**config.mk**
```make
export PLATFORM = sky130hd
export DESIGN_NAME = acalu_core
export DESIGN_NICKNAME = d
export VERILOG_FILES = /design/src/rtl/acalu_pkg.sv /design/src/rtl/acalu_core.sv
export VERILOG_INCLUDE_DIRS = /design/src /design/src/rtl
export SDC_FILE = /design/constraint.sdc
export NUM_CORES = 2
export LEC_CHECK = 0
export ABC_AREA = 1
export BUFFER_PORTS_ARGS = -buffer_cell sky130_fd_sc_hd__buf_2
export CAP_MARGIN = 20
export CORE_UTILIZATION = 55
export CTS_CLUSTER_SIZE = 30
export DETAILED_ROUTE_END_ITERATION = 10
export PLACE_DENSITY = 0.72
export SYNTH_ARGS = -nofsm -noshare
export SYNTH_HDL_FRONTEND = slang
export SYNTH_SLANG_ARGS = --single-unit
```
**constraint.sdc**
```tcl
create_clock -name mclk_i -period 223.3 [get_ports mclk_i]
set_input_delay 11.165 -clock mclk_i [delete_from_list [all_inputs] [get_ports mclk_i]]
set_output_delay 11.165 -clock mclk_i [all_outputs]
set_load 0.03 [all_outputs]
```
**src/rtl/acalu_regs.svh**
```systemverilog
// Function
// - test-select field picks never, always, carry/result zero or nonzero, either, both
// - skip equals sk bit 0 xor (sk2 and result zero or sk1 and carry zero)
// - suppress-writeback set loads neither target accumulator nor carry flag
// - op 0 inverts source, carry passes
// - op 1 negates source, carry inverted only when source is zero
// - op 2 passes source and carry
// - op 3 increments source, carry inverted when source is all ones
// - op 4 adds target and inverted source; ops 4-6 invert carry on adder carry
// - op 5 subtracts source from target
// - op 6 adds source and target
// - op 7 ands source and target, carry passes
// - misc range decoded by bits 8-12 into 32 opcodes, bits 0-7 displacement
// - one misc opcode uses displacement as sub-opcode; only 10h (multiply) and 11h (divide) are decoded, others trap
// - memory trap stores next pc at return slot, jumps through pointer table
// - pointer table has 32 words, one per misc opcode in order
// - with control RAM trap enters RAM entry with instruction and swapped copy
// - multiply AC1 by AC2 plus AC0, high in AC0, low in AC1
// - divide AC0:AC1 by AC2, quotient AC1, remainder AC0, skip unless overflow
// - rotate AC0 left by instruction count, or by AC1 low bits if zero
// - double-indirect calls save pc plus one in AC3, load pc twice indirect
// - carry-input field: flag, zero, one, inverted flag
// - rotator field: pass, rotate left, rotate right, swap bytes keep carry
`ifndef ACALU_REGS_SVH
`define ACALU_REGS_SVH
// bus byte offsets
`define ACALU_A_AC0 8'h00
`define ACALU_A_AC1 8'h04
`define ACALU_A_AC2 8'h08
`define ACALU_A_AC3 8'h0C
`define ACALU_A_PC 8'h10
`define ACALU_A_CARRY 8'h14
`define ACALU_A_INSTR 8'h18
`define ACALU_A_STATUS 8'h1C
`define ACALU_A_CTRL 8'h20
`define ACALU_A_LREG 8'h24
`define ACALU_A_SWAPPED_INSTR_REG 8'h28
// instruction fields (bit 15 is the leftmost bit)
`define ACALU_F_ARITH 15
`define ACALU_F_SRC 14:13
`define ACALU_F_DST 12:11
`define ACALU_F_OP 10:8
`define ACALU_F_SH 7:6
`define ACALU_F_CY 5:4
`define ACALU_F_NL 3
`define ACALU_F_SK 2:0
`define ACALU_F_GRP 15:13
`define ACALU_F_MOP 12:8
`define ACALU_F_DISP 7:0
`define ACALU_F_CNT 3:0
`define ACALU_GRP_MISC 3'h3
// misc opcodes and sub-opcodes
`define ACALU_M_ROTL 5'h00
`define ACALU_M_SUB 5'h02
`define ACALU_M_CALLPC 5'h09
`define ACALU_M_CALLB 5'h0A
`define ACALU_S_MUL 8'h10
`define ACALU_S_DIV 8'h11
// memory locations
`define ACALU_TRAP_RET 16'h0157
`define ACALU_TRAP_TAB 16'h0158
`define ACALU_RST_WORD 16'h0000
`endif

```
**src/rtl/acalu_pkg.sv**
```systemverilog
package acalu_pkg;
  typedef enum logic [3:0] {
    ACALU_IDLE = 4'b0001,
    ACALU_WRET = 4'b0010,
    ACALU_RD1 = 4'b0100,
    ACALU_RD2 = 4'b1000
  } acalu_state_t;
endpackage

```
**src/rtl/acalu_core.sv**
```systemverilog
`timescale 1ns/1ns
`include "acalu_regs.svh"
module acalu_core #(
  parameter int WORD_W = 16
) (
  input wire logic mclk_i, // 25 MHz clock
  input wire logic rstn_i, // sync reset, active low
  input wire logic hsel_i, // ahb select
  input wire logic [31:0] haddr_i, // ahb address
  input wire logic [1:0] htrans_i, // ahb transfer type
  input wire logic hwrite_i, // ahb write
  input wire logic [2:0] hsize_i, // ahb size, word only
  input wire logic [31:0] hwdata_i, // ahb write data
  input wire logic hready_i, // ahb bus ready
  output logic [31:0] hrdata_o, // ahb read data
  output logic hreadyout_o, // ahb slave ready
  output logic hresp_o, // ahb response, always okay
  output logic mem_req_o, // memory request
  output logic mem_we_o, // memory write
  output logic [15:0] mem_addr_o, // memory word address
  output logic [15:0] mem_wdata_o, // memory write data
  input wire logic [15:0] mem_rdata_i, // memory read data
  input wire logic mem_ack_i // memory access done
);
  if (WORD_W != 16) begin : g_word_chk
    $error("acalu_core supports only 16-bit words");
  end

  // ****************************************
  // bus slave
  // ****************************************
  logic dp_rd_r, dp_wr_r, rd_ok_r;
  logic [7:0] dp_addr_r;
  logic [31:0] hrdata_r;
  logic [15:0] ac_r [4];
  logic [15:0] pc_r, ir_r, l_r, x_r;
  logic carry_r, go_r, ram_present_r, ram_trap_r, skip_r, busy;
  acalu_pkg::acalu_state_t st_r;
  logic [31:0] rd_val;
  logic wr_en, addr_ph;

  assign busy = go_r || (st_r != acalu_pkg::ACALU_IDLE);
  // reads take one wait state so hrdata comes from a flop
  assign hreadyout_o = !(dp_rd_r && !rd_ok_r) &&
                       !(dp_wr_r && dp_addr_r == `ACALU_A_INSTR && busy);
  assign hresp_o = 1'b0;
  assign hrdata_o = hrdata_r;
  assign addr_ph = hsel_i && htrans_i[1] && hready_i;
  assign wr_en = dp_wr_r && hreadyout_o;

  always_ff @(posedge mclk_i) begin
    if (!rstn_i) begin
      dp_rd_r <= 1'b0;
      dp_wr_r <= 1'b0;
      dp_addr_r <= 8'h00;
    end else if (hready_i) begin
      dp_rd_r <= addr_ph && !hwrite_i;
      dp_wr_r <= addr_ph && hwrite_i;
      dp_addr_r <= haddr_i[7:0];
    end
  end

  always_comb begin
    rd_val = 32'h0000_0000;
    unique case (dp_addr_r)
      `ACALU_A_AC0: rd_val[15:0] = ac_r[0];
      `ACALU_A_AC1: rd_val[15:0] = ac_r[1];
      `ACALU_A_AC2: rd_val[15:0] = ac_r[2];
      `ACALU_A_AC3: rd_val[15:0] = ac_r[3];
      `ACALU_A_PC: rd_val[15:0] = pc_r;
      `ACALU_A_CARRY: rd_val[0] = carry_r;
      `ACALU_A_INSTR: rd_val[15:0] = ir_r;
      `ACALU_A_STATUS: rd_val[2:0] = {skip_r, ram_trap_r, busy};
      `ACALU_A_CTRL: rd_val[0] = ram_present_r;
      `ACALU_A_LREG: rd_val[15:0] = l_r;
      `ACALU_A_SWAPPED_INSTR_REG: rd_val[15:0] = x_r;
      default: rd_val = 32'h0000_0000;
    endcase
  end

  always_ff @(posedge mclk_i) begin
    if (!rstn_i) begin
      rd_ok_r <= 1'b0;
      hrdata_r <= 32'h0000_0000;
    end else begin
      rd_ok_r <= dp_rd_r && !rd_ok_r;
      if (dp_rd_r && !rd_ok_r) begin
        hrdata_r <= rd_val;
      end
    end
  end

  always_ff @(posedge mclk_i) begin
    if (!rstn_i) begin
      ram_present_r <= 1'b0;
    end else if (wr_en && dp_addr_r == `ACALU_A_CTRL) begin
      ram_present_r <= hwdata_i[0];
    end
  end

  // ****************************************
  // arithmetic datapath
  // ****************************************
  logic [15:0] src, dst, res, rot_res;
  logic cin, cout, rot_c, skip_ar;
  logic [16:0] sum;
  logic [16:0] rot_w;
  logic [2:0] sk;

  assign src = ac_r[ir_r[`ACALU_F_SRC]];
  assign dst = ac_r[ir_r[`ACALU_F_DST]];

  always_comb begin
    unique case (ir_r[`ACALU_F_CY])
      2'd0: cin = carry_r;
      2'd1: cin = 1'b0;
      2'd2: cin = 1'b1;
      default: cin = !carry_r;
    endcase
  end

  always_comb begin
    sum = 17'h0_0000;
    res = 16'h0000;
    cout = cin;
    unique case (ir_r[`ACALU_F_OP])
      3'd0: res = ~src;
      3'd1: begin
        res = 16'(~src + 16'h0001);
        cout = (src == 16'h0000) ? !cin : cin;
      end
      3'd2: res = src;
      3'd3: begin
        res = 16'(src + 16'h0001);
        cout = (src == 16'hFFFF) ? !cin : cin;
      end
      3'd4: sum = {1'b0, dst} + {1'b0, ~src};
      3'd5: sum = {1'b0, dst} + {1'b0, ~src} + 17'h0_0001;
      3'd6: sum = {1'b0, dst} + {1'b0, src};
      default: res = src & dst;
    endcase
    if (ir_r[`ACALU_F_OP] inside {3'd4, 3'd5, 3'd6}) begin
      res = sum[15:0];
      cout = cin ^ sum[16];
    end
  end

  always_comb begin
    unique case (ir_r[`ACALU_F_SH])
      2'd0: rot_w = {cout, res};
      2'd1: rot_w = {res, cout};
      2'd2: rot_w = {res[0], cout, res[15:1]};
      default: rot_w = {cout, res[7:0], res[15:8]};
    endcase
  end
  assign rot_res = rot_w[15:0];
  assign rot_c = rot_w[16];
  // skip sensor, sk[2] is the field's first bit
  assign sk = ir_r[`ACALU_F_SK];
  assign skip_ar = sk[0] ^ ((sk[2] && rot_res == 16'h0000) || (sk[1] && !rot_c));

  // ****************************************
  // misc group
  // ****************************************
  logic is_arith, is_misc, do_rotl, do_mul, do_div, do_call, do_trap;
  logic [4:0] mop;
  logic [3:0] cnt;
  logic [31:0] prod, dividend, quo, rem, rotl2;
  logic [15:0] sdisp, base, pc1, pc_word;
  logic div_ovf;

  assign is_arith = ir_r[`ACALU_F_ARITH];
  assign is_misc = ir_r[`ACALU_F_GRP] == `ACALU_GRP_MISC;
  assign mop = ir_r[`ACALU_F_MOP];
  assign do_rotl = is_misc && mop == `ACALU_M_ROTL;
  assign do_mul = is_misc && mop == `ACALU_M_SUB && ir_r[`ACALU_F_DISP] == `ACALU_S_MUL;
  assign do_div = is_misc && mop == `ACALU_M_SUB && ir_r[`ACALU_F_DISP] == `ACALU_S_DIV;
  assign do_call = is_misc && (mop == `ACALU_M_CALLPC || mop == `ACALU_M_CALLB);
  assign do_trap = !is_arith && !do_rotl && !do_mul && !do_div && !do_call;

  assign prod = ac_r[1] * ac_r[2] + {16'h0000, ac_r[0]};
  // divide, overflow when high word not below divisor
  assign dividend = {ac_r[0], ac_r[1]};
  assign div_ovf = ac_r[0] >= ac_r[2];
  assign quo = div_ovf ? 32'h0000_0000 : dividend / {16'h0000, ac_r[2]};
  assign rem = div_ovf ? 32'h0000_0000 : dividend % {16'h0000, ac_r[2]};
  assign cnt = (ir_r[`ACALU_F_CNT] != 4'h0) ? ir_r[`ACALU_F_CNT] : ac_r[1][`ACALU_F_CNT];
  assign rotl2 = {ac_r[0], ac_r[0]} << cnt;
  assign sdisp = {{8{ir_r[7]}}, ir_r[`ACALU_F_DISP]};
  assign pc1 = 16'(pc_r + 16'h0001);
  assign base = 16'((mop == `ACALU_M_CALLPC ? pc_r : ac_r[2]) + sdisp);

  // ****************************************
  // sequencer and architectural state
  // ****************************************
  always_ff @(posedge mclk_i) begin
    if (!rstn_i) begin
      go_r <= 1'b0;
      ir_r <= `ACALU_RST_WORD;
    end else begin
      go_r <= wr_en && dp_addr_r == `ACALU_A_INSTR;
      if (wr_en && dp_addr_r == `ACALU_A_INSTR) begin
        ir_r <= hwdata_i[15:0];
      end
    end
  end

  always_ff @(posedge mclk_i) begin
    if (!rstn_i) begin
      st_r <= acalu_pkg::ACALU_IDLE;
      mem_req_o <= 1'b0;
      mem_we_o <= 1'b0;
      mem_addr_o <= `ACALU_RST_WORD;
      mem_wdata_o <= `ACALU_RST_WORD;
    end else begin
      unique case (st_r)
        acalu_pkg::ACALU_IDLE: begin
          if (go_r && do_trap && !ram_present_r) begin
            st_r <= acalu_pkg::ACALU_WRET;
            mem_req_o <= 1'b1;
            mem_we_o <= 1'b1;
            mem_addr_o <= `ACALU_TRAP_RET;
            mem_wdata_o <= pc1;
          end else if (go_r && do_call) begin
            st_r <= acalu_pkg::ACALU_RD1;
            mem_req_o <= 1'b1;
            mem_addr_o <= base;
          end
        end
        acalu_pkg::ACALU_WRET: begin
          if (mem_ack_i) begin
            st_r <= acalu_pkg::ACALU_RD2;
            mem_we_o <= 1'b0;
            mem_addr_o <= 16'(`ACALU_TRAP_TAB + {11'h000, mop});
          end
        end
        acalu_pkg::ACALU_RD1: begin
          if (mem_ack_i) begin
            st_r <= acalu_pkg::ACALU_RD2;
            mem_addr_o <= mem_rdata_i;
          end
        end
        acalu_pkg::ACALU_RD2: begin
          if (mem_ack_i) begin
            st_r <= acalu_pkg::ACALU_IDLE;
            mem_req_o <= 1'b0;
          end
        end
      endcase
    end
  end

  assign pc_word = mem_rdata_i;

  always_ff @(posedge mclk_i) begin
    if (!rstn_i) begin
      for (int i = 0; i < 4; i++) begin
        ac_r[i] <= `ACALU_RST_WORD;
      end
      pc_r <= `ACALU_RST_WORD;
      carry_r <= 1'b0;
      skip_r <= 1'b0;
    end else if (go_r) begin
      skip_r <= 1'b0;
      pc_r <= pc1;
      if (is_arith) begin
        if (!ir_r[`ACALU_F_NL]) begin
          ac_r[ir_r[`ACALU_F_DST]] <= rot_res;
          carry_r <= rot_c;
        end
        skip_r <= skip_ar;
        pc_r <= 16'(pc_r + 16'h0001 + {15'h0000, skip_ar});
      end else if (do_mul) begin
        ac_r[0] <= prod[31:16];
        ac_r[1] <= prod[15:0];
      end else if (do_div && !div_ovf) begin
        ac_r[0] <= rem[15:0];
        ac_r[1] <= quo[15:0];
        skip_r <= 1'b1;
        pc_r <= 16'(pc_r + 16'h0002);
      end else if (do_rotl) begin
        ac_r[0] <= rotl2[31:16];
      end else if (do_call) begin
        ac_r[3] <= pc1;
      end
    end else if (st_r == acalu_pkg::ACALU_RD2 && mem_ack_i) begin
      pc_r <= pc_word;
    end else if (wr_en && !busy) begin
      unique case (dp_addr_r)
        `ACALU_A_AC0: ac_r[0] <= hwdata_i[15:0];
        `ACALU_A_AC1: ac_r[1] <= hwdata_i[15:0];
        `ACALU_A_AC2: ac_r[2] <= hwdata_i[15:0];
        `ACALU_A_AC3: ac_r[3] <= hwdata_i[15:0];
        `ACALU_A_PC: pc_r <= hwdata_i[15:0];
        `ACALU_A_CARRY: carry_r <= hwdata_i[0];
        default: skip_r <= skip_r;
      endcase
    end
  end

  always_ff @(posedge mclk_i) begin
    if (!rstn_i) begin
      l_r <= `ACALU_RST_WORD;
      x_r <= `ACALU_RST_WORD;
      ram_trap_r <= 1'b0;
    end else if (go_r) begin
      ram_trap_r <= do_trap && ram_present_r;
      if (do_trap && ram_present_r) begin
        l_r <= ir_r;
        x_r <= {ir_r[7:0], ir_r[15:8]};
      end
    end
  end
endmodule

```
== After elaboration in Yosys (flattened, before gate mapping) ==
Memories as Yosys holds them, arrays and structs flattened. A register that Yosys moved wholly into a read port is not among the register bits.
Cells that the tools add are included.
Storage, ports and cells
  input port bits: 91
  output and inout bits: 68
  RAM bits: 64
  register bits: 134
  memories: 1
  logic and storage cells: 284
Operators by class
  muxes and demuxes: 119
  shifts and indexed selects: 1
  magnitude comparators: 1
  divide/modulo/power cells: 2
  reductions and logical operators: 74
  bitwise operators: 14
  eq/ne operators: 41
  add/sub/neg operators: 11
  $mul: 1
Memories
  ac_r: words 4, width 16, read ports 6, clocked after memory_dff 2, write ports 4, line acalu_core.sv:35  | logic [15:0] ac_r [4];
Operator list (count)
  16-bit two-way mux: 26
  13-bit one-hot mux with 8 select lines: 1
  17-bit one-hot mux with 3 select lines: 2
  16-bit one-hot mux with 5 select lines: 1
  1-bit two-way mux: 71
  16-bit by 1-bit adder with 16-bit output, second input constant: 3
  8-bit by 5-bit equality test with 1-bit output, second input constant: 6
  16-bit one-hot mux with 3 select lines: 1
  16-bit by 16-bit adder with 17-bit output: 2
  32-bit by 16-bit adder with 32-bit output: 1
  32-bit by 16-bit divider with 32-bit output: 1
  16-bit zero test: 2
  32-bit by 16-bit remainder unit with 32-bit output: 1
  16-bit by 16-bit multiplier with 32-bit output: 1
  32-bit by 4-bit << shifter with 32-bit output: 1
  1-bit logical AND: 29
  8-bit by 6-bit equality test with 1-bit output, second input constant: 3
  4-bit two-way mux: 5
  2-bit one-hot mux with 9 select lines: 1
  17-bit by 1-bit adder with 17-bit output, second input constant: 1
  16-bit by 1-bit adder with 16-bit output: 1
  16-bit adder: 1
  16-bit by 2-bit adder with 16-bit output, second input constant: 1
  16-bit bitwise AND: 1
  44 further kinds: 101

== Depth between registers and ports, before layout ==
  depth after elaboration: 14
  depth in mapped cells: 681
  mapped depth without buffers: 638

== Least setup slack after synthesis ==
OpenSTA, ideal clock, no wires.
  path kind: flip-flop to flip-flop
  from: memory ac_r[2][0]
  to: memory ac_r[0][14] (data pin)
  library setup time: 0.252 ns
  stages on the path, launching flop included: 651
  path buffers: 46
  required time: 223.048 ns
  path slack: 139.181 ns
  data arrival time: 83.867 ns
  period minus slack after synthesis: 84.119 ns
  cells stage by stage: edfxtp_1 > clkbuf_1 > inv_1 > ha_1 > o21ai_0 > nor2_1 > nand3_1 > nand2_1 > nand2_1 > nand2_1 > ha_1 > nand2_1 > nand2_1 > o2111ai_1 > nand2_1 > nand2_1 > inv_1 > ha_1 > (+615 left out) > o31ai_1 > a21oi_1 > nor3_1 > a2111oi_0 > o21ai_0 > a31oi_1 > o21ai_0 > a21oi_1 > nand3_1 > nor2_2 > clkbuf_8 > nand3_1 > nand3_1 > nand2_1 > nand2_1 > nand2_1 > nand2_1 > nand2_1
RTL lines (line)
  start: declaration: acalu_core.sv:35

==> results.toml <==
[status]
status = "finished, final reports clean"

[place]
hpwl_um = 133600
io_buffers = 97
gp_congestion = 1.056

[drt]
drc = 0
wire_per_inst_um = 18.96
vias_per_cell = 5.779
vias = 51465
firstDrtPassIters = 6
drt-total-wl_um = 168800
drt_iter0_drc = 4488
antenna_left = 0

[synth]
synth_top_family_by_area = "simple AND/OR/NAND/NOR gates"
syn_area_sq_um = 49940
yosys_most_used_dff = "dfxtp_1"
synth-compound-area-share = 0.1934
synth_seq_cells = 186
synth_edf_count = 64
synth-xor-area-share = 0.06857
synth.distinct_cells = 86
synthSimpleGateAreaFrac = 0.2864
synthAdderAreaFrac = 0.2298
yosysSeqAreaShare = 0.08738
synth.avg_cell_area_sq_um = 6.425
synth.area.mux_share = 0.003006
syn_inst = 7773
async_flop_share = 0
ys_warn_count = 0

[clock_tree]
htree_levels = 4
post_cts_resized = 0
clockBufferDepth = 2
numClockSinks = 186
clkSlewWorstSetupHoldPaths_ps = 90
clk_latency_ps = 460
cts_made_buffers = 17
cts_hold_buf = 0
cts_tree = "built"
ctsRootBufferMaster = "clkbuf_16"
post_cts_buffers = 0

[worst_setup_path]
worst-r2r-cell-count = 601
crit_arrival_ps = 98040
crit_top_cell = "nand2_1"
start_kind = "register"
endpoint_kind = "register"
slowest_stage = "edfxtp_1"
path_delay_family = "compound AO/OA/AOI/OAI gates"
path_depth = 601
path_class = "reg2reg"
crit_required_ps = 223520
cpPeakStageDelay_ps = 750
crit_fanout = 33
cp_num_buf_inv = 128

[final_layout]
layout_common_cells = "nand2_1, inv_1, o21ai_0"
final_common_cell = "nand2_1"
layout.nets = 8588
drive_above_1_share = 0.08911
nFillCells = 8978
area_delta_synth_final_pct = 3.788

[grt]
grt_use_total = 0.3612
antenna_found_initial = 8
grt_max_degree = 75
grt_pass1_wl_um = 262200
grt_overflow_total = 0
grt_pass1_vias = 47445

[sta]
drv_slew = 0
worst_pin_slew_ps = 1076
skew_ps = 19.35
rsz0062_at_grt = "no"
min_period_ps = 97820
hold_viol = 0
max_slew_margin = 0.2808
fin_crit_sh = 0.4381
tns_ps = 0
final-setup-viol-count = 0
fmax_mhz = 10.22

[floorplan]
die_y_um = 303.3
fp-row-count = 110
ios = 159
design.core.area_sq_um = 90010
fp.dieArea_sq_um = 92020
die_w_um = 303.3
initial_utilization = 0.5549

[min_path]
hp-class = "reg2reg"
min_delay_path_depth = 2

[run]
maxCapViolCount = 0
-- flip-flops by register name (all words and copies together) (netlist names), 4 cells and up, named ones only --
signal / count
ir_r: 16
mem_addr_o: 16
dp_addr_r: 8
hrdata_o: 16
pc_r: 16
l_r: 15
mem_wdata_o: 16
ac_r: 64
st_r: 4
-- metal layers --
metal  GRT usage  up-vias  part of all wire
met3     0.05654      477             0.086
met1      0.4673    23631              0.41
met2      0.5776     2054              0.44
li1            -    25301                 -
met5           0        -          0.000071
met4      0.1929        2             0.061
-- worst reg2reg max path: cells and delay by family, from the launching register on --
family                   cells  cell delay [ps]
AO/OA/AOI/OAI              218            41470
AND/OR/NAND/NOR            224            28550
buffers and inverters      128            16350
adder cells (fa/ha/maj)     31            10410
flip-flops                   1              750
-- final timing paths --
path	startpoint	to	slack (ps)
worst min register to register	hrdata_o[2]	hrdata_o[2]	480
worst max-delay path	ac_r[2][12]	ac_r[0][14]	125480
worst max register to register	ac_r[2][12]	ac_r[0][14]	125480
worst min-delay path	hrdata_o[2]	hrdata_o[2]	480
-- cell type report --
cell class / count / area [sq um] / area share
tap: 1176 / 1471 / 0.02839
sequential: 186 / 4364 / 0.08419
antenna: 8 / 20.02 / 0.0003862
clock inverter: 15 / 191.4 / 0.003693
inverter: 1326 / 5011 / 0.09667
multi-input combinational: 5981 / 39100 / 0.7544
timing repair buffer: 196 / 1247 / 0.02407
clock buffer: 17 / 425.4 / 0.008207
-- stage by stage --
step / hold WS (ps) / worst slack, ps / util / cell area (sq um) / std cells
after floorplan: 445.3 / 139180 / - / 50000 / 7789
after global placement: 451.7 / 128630 / 0.5682 / 51140 / 8860
after detailed placement: 453.4 / 126480 / 0.5683 / 51160 / 8861
after CTS: 472.5 / 126230 / 0.5752 / 51770 / 8893
after global routing: 486.5 / 114430 / 0.5756 / 51810 / 8897
final: 475.2 / 125480 / 0.5759 / 51830 / 8905
-- cell usage after synthesis, drive strengths merged, types with 2 or more instances --
cell         count  share of area
a2111oi          2        0.00035
nor4            23         0.0030
mux2i           15         0.0030
inv           1306          0.098
a21o            28         0.0043
a22oi            5        0.00085
or2             62         0.0078
o22ai           76         0.0095
a221oi          38         0.0068
a21oi          576          0.061
fa             214          0.086
nand2         1891           0.15
clkbuf         205          0.018
a32oi            2        0.00035
o211ai          28         0.0042
xor2           275          0.048
nand3b          17         0.0026
nor2           482          0.043
o21bai          50         0.0082
o31ai           29         0.0044
a22o             3        0.00053
o21a            14         0.0021
and2            10         0.0015
buf             89          0.013
nand4          102          0.014
dfxtp          122          0.049
o221ai          43         0.0075
a31oi           18         0.0023
clkinv          19         0.0016
ha             575           0.14
a41oi            3        0.00053
nand3          426          0.053
dlygate4sd3      2        0.00040
xnor2          116          0.020
nor3            79         0.0090
a21boi           4        0.00060
o21ai          705          0.071
o2111ai         20         0.0035
a211oi          12         0.0018
edfxtp          64          0.038
o41ai           13         0.0023
-- kinds of logic (layout without fill, tap and decap cells) --
group	count (synthesis)	count (layout)
DFF	186	186
and+or+nand+nor	3094	3094
other	1	25
xor gates and xnor gates	391	391
AOI/OAI and AO/OA	1675	1675
buffers and inverters	1622	1554
adders and majority gates	789	789
muxes	15	15
Power is left out: the tool's default activity adds up to more than one toggle a clock period on the data nets, which glitch-free logic cannot reach.
